==> config.mk <==
export PLATFORM = sky130hd
export DESIGN_NAME = boh_bus_ownership
export DESIGN_NICKNAME = d
export VERILOG_FILES = /design/src/logic/boh_pkg.sv /design/src/logic/boh_beat_counter.sv /design/src/logic/boh_bus_ownership.sv
export VERILOG_INCLUDE_DIRS = /design/src /design/src/logic
export SDC_FILE = /design/constraint.sdc
export NUM_CORES = 1
export LEC_CHECK = 0
export BUFFER_PORTS_ARGS = -buffer_cell sky130_fd_sc_hd__buf_2
export CAP_MARGIN = 10
export CORE_ASPECT_RATIO = 1.5
export CORE_MARGIN = 5
export CORE_UTILIZATION = 45
export CTS_CLUSTER_DIAMETER = 80
export DETAILED_ROUTE_END_ITERATION = 16
export GPL_ROUTABILITY_DRIVEN = 0
export GPL_TIMING_DRIVEN = 0
export PLACE_DENSITY = 0.66
export SKIP_CTS_REPAIR_TIMING = 1
export SLEW_MARGIN = 30
export SYNTH_ARGS = -nofsm -noshare
export SYNTH_HDL_FRONTEND = slang
export SYNTH_SLANG_ARGS = --single-unit
==> constraint.sdc <==
create_clock -name core_clk -period 1.98 [get_ports core_clk]
set_input_delay 0.297 -clock core_clk [delete_from_list [all_inputs] [get_ports core_clk]]
set_output_delay 0.297 -clock core_clk [all_outputs]
set_load 0.005 [all_outputs]
==> src/logic/boh_consts.svh <==
// timing and encoding constants for the bus ownership handshake
// assumes inclusion by the package and the design modules
`ifndef BOH_CONSTS_SVH
`define BOH_CONSTS_SVH
`define BOH_WIDTH_32      2'h0
`define BOH_WIDTH_16      2'h1
`define BOH_WIDTH_8       2'h2
`define BOH_BEATS_32      3'h1
`define BOH_BEATS_16      3'h2
`define BOH_BEATS_8       3'h4
`define BOH_CLK_PERIOD_NS 100
`endif

==> src/logic/boh_pkg.sv <==
// types for the bus ownership handshake
// assumes boh_consts.svh is on the include path
`include "boh_consts.svh"
package boh_pkg;
  // kind of transfer the core is running
  typedef enum logic [1:0] {
    BOH_OP_SINGLE = 2'h0,
    BOH_OP_DOUBLE = 2'h1,
    BOH_OP_ATOMIC = 2'h2
  } boh_op_t;
  // request from the core bus unit
  typedef struct packed {
    logic    start;   // pulse: new bus operation or its second word begins
    boh_op_t op;
    logic    write;
    logic [1:0] width; // bus width code of the target area
  } boh_core_req_t;
endpackage : boh_pkg

==> src/logic/boh_beat_counter.sv <==
// narrow-cycle beat counter: counts ready pulses of one data word
// assumes ready pulses of one cycle each, synchronous to core_clk
`timescale 1ns/1ps
`default_nettype none
`include "boh_consts.svh"
module boh_beat_counter (
  input  wire logic       core_clk,
  input  wire logic       sys_rst,
  input  wire logic       clk_en,
  input  wire logic       load,
  input  wire logic [1:0] width,
  input  wire logic       beat,
  output logic            word_done
);
  logic [2:0] left;
  logic [2:0] next_left;
  logic [2:0] beats;

  always_comb begin
    unique case (width)
      `BOH_WIDTH_16: beats = `BOH_BEATS_16;
      `BOH_WIDTH_8:  beats = `BOH_BEATS_8;
      default:       beats = `BOH_BEATS_32;
    endcase
  end

  always_comb begin
    next_left = left;
    if (load) begin
      next_left = beats;
    end else if (beat && left != 3'h0) begin
      next_left = left - 3'h1;
    end
  end

  // the word ends on its last narrow ready pulse
  assign word_done = beat && (left == 3'h1);

  always_ff @(posedge core_clk or posedge sys_rst) begin
    if (sys_rst) begin
      left <= 3'h0;
    end else if (clk_en) begin
      left <= next_left;
    end
  end
endmodule : boh_beat_counter
`default_nettype wire

==> src/logic/boh_bus_ownership.sv <==
// bus ownership handshake with ready mirror
// assumes one bus clock; external inputs synchronous to core_clk
`timescale 1ns/1ps
`default_nettype none
`include "boh_consts.svh"
module boh_bus_ownership (
  input  wire logic                   core_clk,
  input  wire logic                   sys_rst,
  input  wire logic                   clk_en,
  input  wire boh_pkg::boh_core_req_t core_req,
  input  wire logic                   core_need_bus,
  input  wire logic                   int_ready,
  input  wire logic                   ext_ready,
  input  wire logic                   ext_master_bus_request,
  input  wire logic                   core_read_write_direction,
  input  wire logic                   read_write_direction_in,
  output logic                        read_write_direction_out,
  output logic                        read_write_direction_oe,
  output logic                        ready_mirror_out,
  output logic                        bus_grant_out,
  output logic                        cpu_bus_reclaim_request,
  output logic                        bus_lock_out,
  output logic                        core_busy,
  output logic                        ext_write_seen
);
  import boh_pkg::*;

  // ------------------------------------------------------------
  // states
  // ------------------------------------------------------------
  typedef enum logic [3:0] {
    ST_IDLE   = 4'b0001,
    ST_FIRST  = 4'b0010,
    ST_SECOND = 4'b0100,
    ST_GRANT  = 4'b1000
  } boh_state_t;

  boh_state_t state;
  boh_state_t next_state;
  boh_op_t    op;
  boh_op_t    next_op;
  logic [1:0] width;
  logic [1:0] next_width;
  logic       early_rel;
  logic       next_early_rel;
  logic       int_rdy_q;
  logic       next_int_rdy_q;
  logic       lock;
  logic       next_lock;
  logic       ext_wr;
  logic       next_ext_wr;
  logic       beat;
  logic       word_done;
  logic       load;
  logic       granted;
  logic [1:0] cnt_width;
  logic       cnt_beat;

  // ------------------------------------------------------------
  // ready mirror
  // ------------------------------------------------------------
  // external ready overrides the wait count and passes straight through
  assign beat             = ext_ready || int_ready;
  assign ready_mirror_out = int_rdy_q || ext_ready;

  always_comb begin
    // internal ready is re-timed so the mirror never shows the wait-state decode
    next_int_rdy_q = int_ready;
  end

  always_ff @(posedge core_clk or posedge sys_rst) begin
    if (sys_rst) begin
      int_rdy_q <= 1'b0;
    end else if (clk_en) begin
      int_rdy_q <= next_int_rdy_q;
    end
  end

  // ------------------------------------------------------------
  // narrow-cycle counting
  // ------------------------------------------------------------
  // the core pulses start once per word: in idle for the first word and in the
  // second-word state for the store of an atomic or the second half of a double
  assign load      = core_req.start && (state == ST_IDLE || state == ST_SECOND);
  // a new operation takes its width from the request, a second word from the latch
  assign cnt_width = (state == ST_IDLE) ? core_req.width : width;
  // beats of a granted-away bus belong to the external master and are not counted
  assign cnt_beat  = beat && (state == ST_FIRST || state == ST_SECOND);

  boh_beat_counter u_beats (
    .core_clk  (core_clk),
    .sys_rst   (sys_rst),
    .clk_en    (clk_en),
    .load      (load),
    .width     (cnt_width),
    .beat      (cnt_beat),
    .word_done (word_done)
  );

  // ------------------------------------------------------------
  // ownership sequencer
  // ------------------------------------------------------------
  always_comb begin
    next_state     = state;
    next_op        = op;
    next_width     = width;
    next_early_rel = early_rel;
    next_lock      = lock;
    unique case (state)
      ST_IDLE: begin
        next_early_rel = 1'b0;
        if (core_req.start) begin
          next_state = ST_FIRST;
          next_op    = core_req.op;
          next_width = core_req.width;
          next_lock  = (core_req.op == BOH_OP_ATOMIC);
        end else if (ext_master_bus_request) begin
          // start wins over a request that arrives in the same cycle
          next_state = ST_GRANT;
        end
      end
      ST_FIRST: begin
        if (op == BOH_OP_DOUBLE && ext_master_bus_request) begin
          next_early_rel = 1'b1;
        end
        if (word_done) begin
          if (op == BOH_OP_SINGLE) begin
            // whole object sent before any release
            next_state = ext_master_bus_request ? ST_GRANT : ST_IDLE;
          end else if (op == BOH_OP_DOUBLE &&
                       (early_rel || ext_master_bus_request)) begin
            next_state = ST_GRANT;
          end else begin
            // atomic store or second word follows without release
            next_state = ST_SECOND;
          end
        end
      end
      ST_SECOND: begin
        // a resumed double must not be resumed again after a later grant
        next_early_rel = 1'b0;
        if (word_done) begin
          next_lock  = 1'b0;
          next_state = ext_master_bus_request ? ST_GRANT : ST_IDLE;
        end
      end
      ST_GRANT: begin
        // start pulses are refused here; the core repeats them once the bus is back
        next_lock = 1'b0;
        if (!ext_master_bus_request) begin
          // resume an unfinished double word
          next_state = early_rel ? ST_SECOND : ST_IDLE;
        end
      end
      default: next_state = ST_IDLE;
    endcase
  end

  // second word of a resumed double restarts the beat count
  // via core_req.start from the core bus unit

  // ------------------------------------------------------------
  // grant, reclaim, lock and direction pin
  // ------------------------------------------------------------
  assign granted                  = (state == ST_GRANT);
  assign bus_grant_out            = granted;
  assign cpu_bus_reclaim_request  = granted && core_need_bus;
  assign bus_lock_out             = lock;
  assign core_busy                = (state != ST_IDLE);
  assign read_write_direction_oe  = !granted;
  assign read_write_direction_out = granted ? 1'b1 : core_read_write_direction;
  assign ext_write_seen           = ext_wr;

  always_comb begin
    // low on the pin from the external master means write
    next_ext_wr = granted && !read_write_direction_in;
  end

  always_ff @(posedge core_clk or posedge sys_rst) begin
    if (sys_rst) begin
      ext_wr <= 1'b0;
    end else if (clk_en) begin
      ext_wr <= next_ext_wr;
    end
  end

  // ------------------------------------------------------------
  // sequencer registers
  // ------------------------------------------------------------
  always_ff @(posedge core_clk or posedge sys_rst) begin
    if (sys_rst) begin
      state     <= ST_IDLE;
      op        <= BOH_OP_SINGLE;
      width     <= `BOH_WIDTH_32;
      early_rel <= 1'b0;
      lock      <= 1'b0;
    end else if (clk_en) begin
      state     <= next_state;
      op        <= next_op;
      width     <= next_width;
      early_rel <= next_early_rel;
      lock      <= next_lock;
    end
  end
endmodule : boh_bus_ownership
`default_nettype wire

# Word level (Yosys, flattened, before mapping)
# Index checks and enable logic that the tools add are counted.
# classes
add_sub_neg	1
n_eq_ne	16
mux	20
reduce_logical	26
# op_table
cell	count
two-way mux 4 bit	8
one-hot mux 4 bit (4 select lines)	1
two-way mux 3 bit	3
logical AND 1 bit	8
!= test 2 x 1 -> 1 bit, second input constant	3
one-hot mux 3 bit (2 select lines)	1
AND reduction 3 bit	2
nonzero test 3 bit	2
logical OR 1 bit	5
AND reduction 5 bit	1
== test 2 x 1 -> 1 bit, second input constant	2
== test 2 bit, second input constant	2
== test 4 x 1 -> 1 bit, second input constant	1
== test 4 x 2 -> 1 bit, second input constant	1
== test 4 x 3 -> 1 bit, second input constant	1
== test 4 bit, second input constant	1
two-way mux 1 bit	4
!= test 2 bit, second input constant	2
!= test 4 x 1 -> 1 bit, second input constant	1
AND reduction 4 bit	1
nonzero test 2 bit	2
== test 3 x 1 -> 1 bit, second input constant	1
!= test 3 bit, second input constant	1
one-hot mux 1 bit (3 select lines)	1
7 further kinds	8
# totals
ff_bits	15
in_bits	15
output_inout_bits	8

# Depth between registers and ports, before layout
# depth
ltp_word	6
depth_mapped	7
mapped_depth_nobuf	6

# Cells and area by module
# A second synthesis with hierarchy kept.
# hier_totals
hier_cells	116
hier_area_um2	1126.1
# by_module_without_submodules
module	n_inst	cells_each	area_each_um2	seq_area_each_um2
boh_bus_ownership	1	87	852.1	301.5
boh_beat_counter	1	29	274.0	75.1

# Worst setup path after synthesis
# OpenSTA, ideal clock, no wires.
# synth_path
kind	register to register
startpoint	reg state[0]
endpoint	reg u_beats.left[0]
t_arrival_ns	1.703
setup_slack_ns	0.147
stages_incl_launch_ff	7
path_buffers	1
period_less_slack_ns	1.833
path_cell_list	dfstp_2 buf_6 nor4b_4 mux2_2 ha_1 nand3_1 o211ai_1
# synth_between
elab_chain_len	6
# synth_lines
item	line_no	text
start, declared	boh_bus_ownership.sv:38	boh_state_t state;
start signal, assigned	boh_bus_ownership.sv:198	state <= next_state;
branches (longest 6 deep; another with == test 4 x 1 -> 1 bit)	--	
end signal, assigned	boh_beat_counter.sv:43	left <= next_left;
end, declared	boh_beat_counter.sv:15	logic [2:0] left;
# Several ways; the timed one is not identified.
# A chain may end at the register's enable or synchronous reset.

# Final worst setup path
# layout_path
startpoint	reg state[0]
endpoint	reg state[3]
# layout_between
elab_chain_len	6
# layout_lines
item	line_no	text
== test 4 x 2 -> 1 bit or == test 4 x 3 -> 1 bit (tied branches)	boh_bus_ownership.sv:88, boh_bus_ownership.sv:109	
logical OR 1 bit	boh_bus_ownership.sv:88	assign cnt_beat = beat && (state == ST_FIRST || state == ST_SECOND);
logical AND 1 bit	boh_bus_ownership.sv:88	
logical AND 1 bit	boh_beat_counter.sv:37	assign word_done = beat && (left == 3'h1);
!= test 2 x 1 -> 1 bit (no line)	--	
AND reduction 5 bit (no line)	--	
# Several ways; a longest one is shown, not always the timed one.

==> results.sh <==
export IMPL_drt_first_iter_violations=9
export IMPL_synth_top_cell_area_share=0.326
export IMPL_nets=156
export IMPL_grt_pass1_vias=822
export IMPL_max_freq_mhz=522
export IMPL_yosysSeqAreaShare=0.351
export IMPL_clockBufferDepth=2
export IMPL_ios=23
export IMPL_grt_setup_unrepaired="true"
export IMPL_cts_tree="yes"
export IMPL_hold_ws_ns=0.0626
export IMPL_setup_violations=0
export IMPL_postSynthAreaPerCell_um2=9.85
export IMPL_dp_hpwl_um=1740
export IMPL_hold_path_class="primary input to asynchronous set/reset pin"
export IMPL_synth_top_cell_by_area="dfrtp_1"
export IMPL_layout_commonest_cell="buf_2"
export IMPL_grt_start_max_net_pins=16
export IMPL_row_count=21
export IMPL_path_cells="buf_6 -> nor4b_4 -> buf_4 -> buf_4 -> a221oi_1 -> o21ai_2 -> mux2_1"
export IMPL_cts_buffers=3
export IMPL_synthArstFlopShare=1.00
export IMPL_antenna_found_initial=0
export IMPL_maxSlewViolCount=0
export IMPL_finalHoldViolCount=0
export IMPL_cp_required_ns=2.15
export IMPL_yosysWarnings=0
export IMPL_n_antenna_cell=0
export IMPL_end_kind="flip-flop"
export IMPL_io_buffers=20
export IMPL_die_y_um=69.8
export IMPL_initial_core_util=0.475
export IMPL_synth_edf_count=0
export IMPL_synth_seq_cells=15
export IMPL_clock_root_buffer="clkbuf_4"
export IMPL_multi_input_area_um2=609
export IMPL_detail_route_antenna_nets=0
export IMPL_cpMostUsedCell="buf_4"
export IMPL_syn_to_final_growth_pct=15.9
export IMPL_synth_main_ff_cell="dfrtp_1"
export IMPL_track_usage=0.132
export IMPL_slowest_stage="a221oi_1"
export IMPL_final_cell_mix="buf_2 (21), dfrtp_1 (14), inv_1 (11)"
export IMPL_clkLatencyLatePin_ns=0.28
export IMPL_die_w_um=49.9
export IMPL_drive_gt1_frac=0.304
export IMPL_overflow=0
export IMPL_synth_distinct_cells=45
export IMPL_postSynthCellCount=109
export IMPL_dp_cells=152
export IMPL_slew_headroom=0.601
export IMPL_seq_area_um2=377
export IMPL_power_density_nw_per_um2=1330
export IMPL_core_area_um2=2260
export IMPL_cp_max_fo=9
export IMPL_path_buf_inv=3
export IMPL_clkSinkCount=15
export IMPL_clk_pin_slew_ns=0.09
export IMPL_synth_area_top_cells="dfrtp_1 (33%), mux2_1 (6.3%), ha_1 (5.8%)"
export IMPL_cp_arrival_ns=2.09
export IMPL_synth_area_um2=1070
export IMPL_r2r_cells=7
export IMPL_fin_crit_ns=1.92
export IMPL_critPathKind="flip-flop to flip-flop"
export IMPL_num_fill_cells=232
export IMPL_vias_per_cell=5.72
export IMPL_vias=903
export IMPL_status="complete, no violations"
export IMPL_fin_tns_setup_ns=0
export IMPL_fin_util=0.550
export IMPL_routed_wirelength_um=2230
export IMPL_cellLeakagePower_uw=0.000588
export IMPL_maxCapViolCount=0
export IMPL_tightest_slew_ns=0.598
export IMPL_vdd_drop_max_mv=0.604
export IMPL_critical_path_cell_count=7
export IMPL_die_area_um2=3480
export IMPL_syn_nets=129
export IMPL_layoutNonFillerInstCount=158
export IMPL_critPathLaunchType="flip-flop"
export IMPL_finalCritPeriodShare=0.968
export IMPL_grt_pass1_wl_um=3700
export IMPL_cp_top_family="compound AO/OA/AOI/OAI gates"
export IMPL_cts_max_level=1
export IMPL_wire_per_inst_um=14.1
export IMPL_drc=0
export IMPL_skew_ns=0.00265
export IMPL_first_pass_iters=3
export IMPL_max_stage_delay_ns=0.39
==> flip-flops by register name (all words and copies together) (netlist names) <==
signal and cells:
bus_lock_out 1, early_rel 1, ext_write_seen 1, int_rdy_q 1
op 2, state 4, u_beats.left 3, width 2
==> layout make-up <==
cell class              instances  share of cell area
inverters                      11              0.0332
plain buffers                   7              0.0372
well taps                      23              0.0231
flip-flops and latches         15               0.303
multi-input cells              76               0.490
repair buffers                 22              0.0926
clock buffers                   4              0.0211
==> synth_stat cells, drive strengths merged, types with 2 or more instances <==
| library cell | instances |
|---|---|
| nor2b | 2 |
| o21ai | 3 |
| o31ai | 2 |
| nor3b | 2 |
| or2 | 2 |
| nand2 | 4 |
| and2 | 2 |
| and3 | 2 |
| nand3 | 4 |
| ha | 5 |
| dfrtp | 14 |
| a221oi | 2 |
| nand3b | 2 |
| inv | 11 |
| nand4b | 2 |
| nor4b | 3 |
| mux2 | 8 |
| nor2 | 6 |
| a21oi | 4 |
| buf | 5 |
| a31oi | 2 |
| o211ai | 3 |
| clkbuf | 2 |
==> final timing paths <==
path | endpoint | from | slack (ns)
worst max-delay path | state[3] | state[0] | 0.06
worst min-delay path | width[1] | sys_rst | 0.06
worst max register to register | state[3] | state[0] | 0.06
worst min register to register | ext_write_seen | ext_write_seen | 0.48
max in group asynchronous | state[1] | sys_rst | 1.53
min in group core_clk | ext_write_seen | read_write_direction_in | 0.18
==> where the power goes <==
part	leakage (uW)	switching [uW]	internal, uW
Combinational	0.000384	477	488
Clock	0.0000150	99.8	78.2
Sequential	0.000189	77.3	433
Total	0.000588	654	999
==> cell families after synthesis <==
kind of cell	Yosys count	synth area share
compound gates	22	0.147
xor+xnor	2	0.0163
fa+ha+maj	5	0.0583
buf+inv	18	0.0816
flops	15	0.351
mux	9	0.0932
simple gates	38	0.253
==> routing by layer <==
layer / GRT usage / share of wire / vias to the layer above / routed length (um)
met2: 0.225 / 0.53 / 16 / 1190
met4: 0.0437 / 0.015 / 0 / 34
li1: - / - / 444 / -
met5: 0 / 0 / - / 0
met3: 0.0323 / 0.045 / 4 / 101
met1: 0.156 / 0.41 / 439 / 907
==> per-stage QoR <==
| stage | area [um^2] | total power [uW] | setup WS [ns] |
|---|---|---|---|
| after floorplan | 1070 | 1230 | 0.147 |
| after global placement | 1200 | 1420 | 0.00268 |
| after detailed placement | 1200 | 1440 | -0.00842 |
| after CTS | 1230 | 1620 | -0.0216 |
| after global routing | 1240 | 1800 | -0.0134 |
| final | 1240 | 1650 | 0.0625 |
Power figures use the tool's default switching activity.
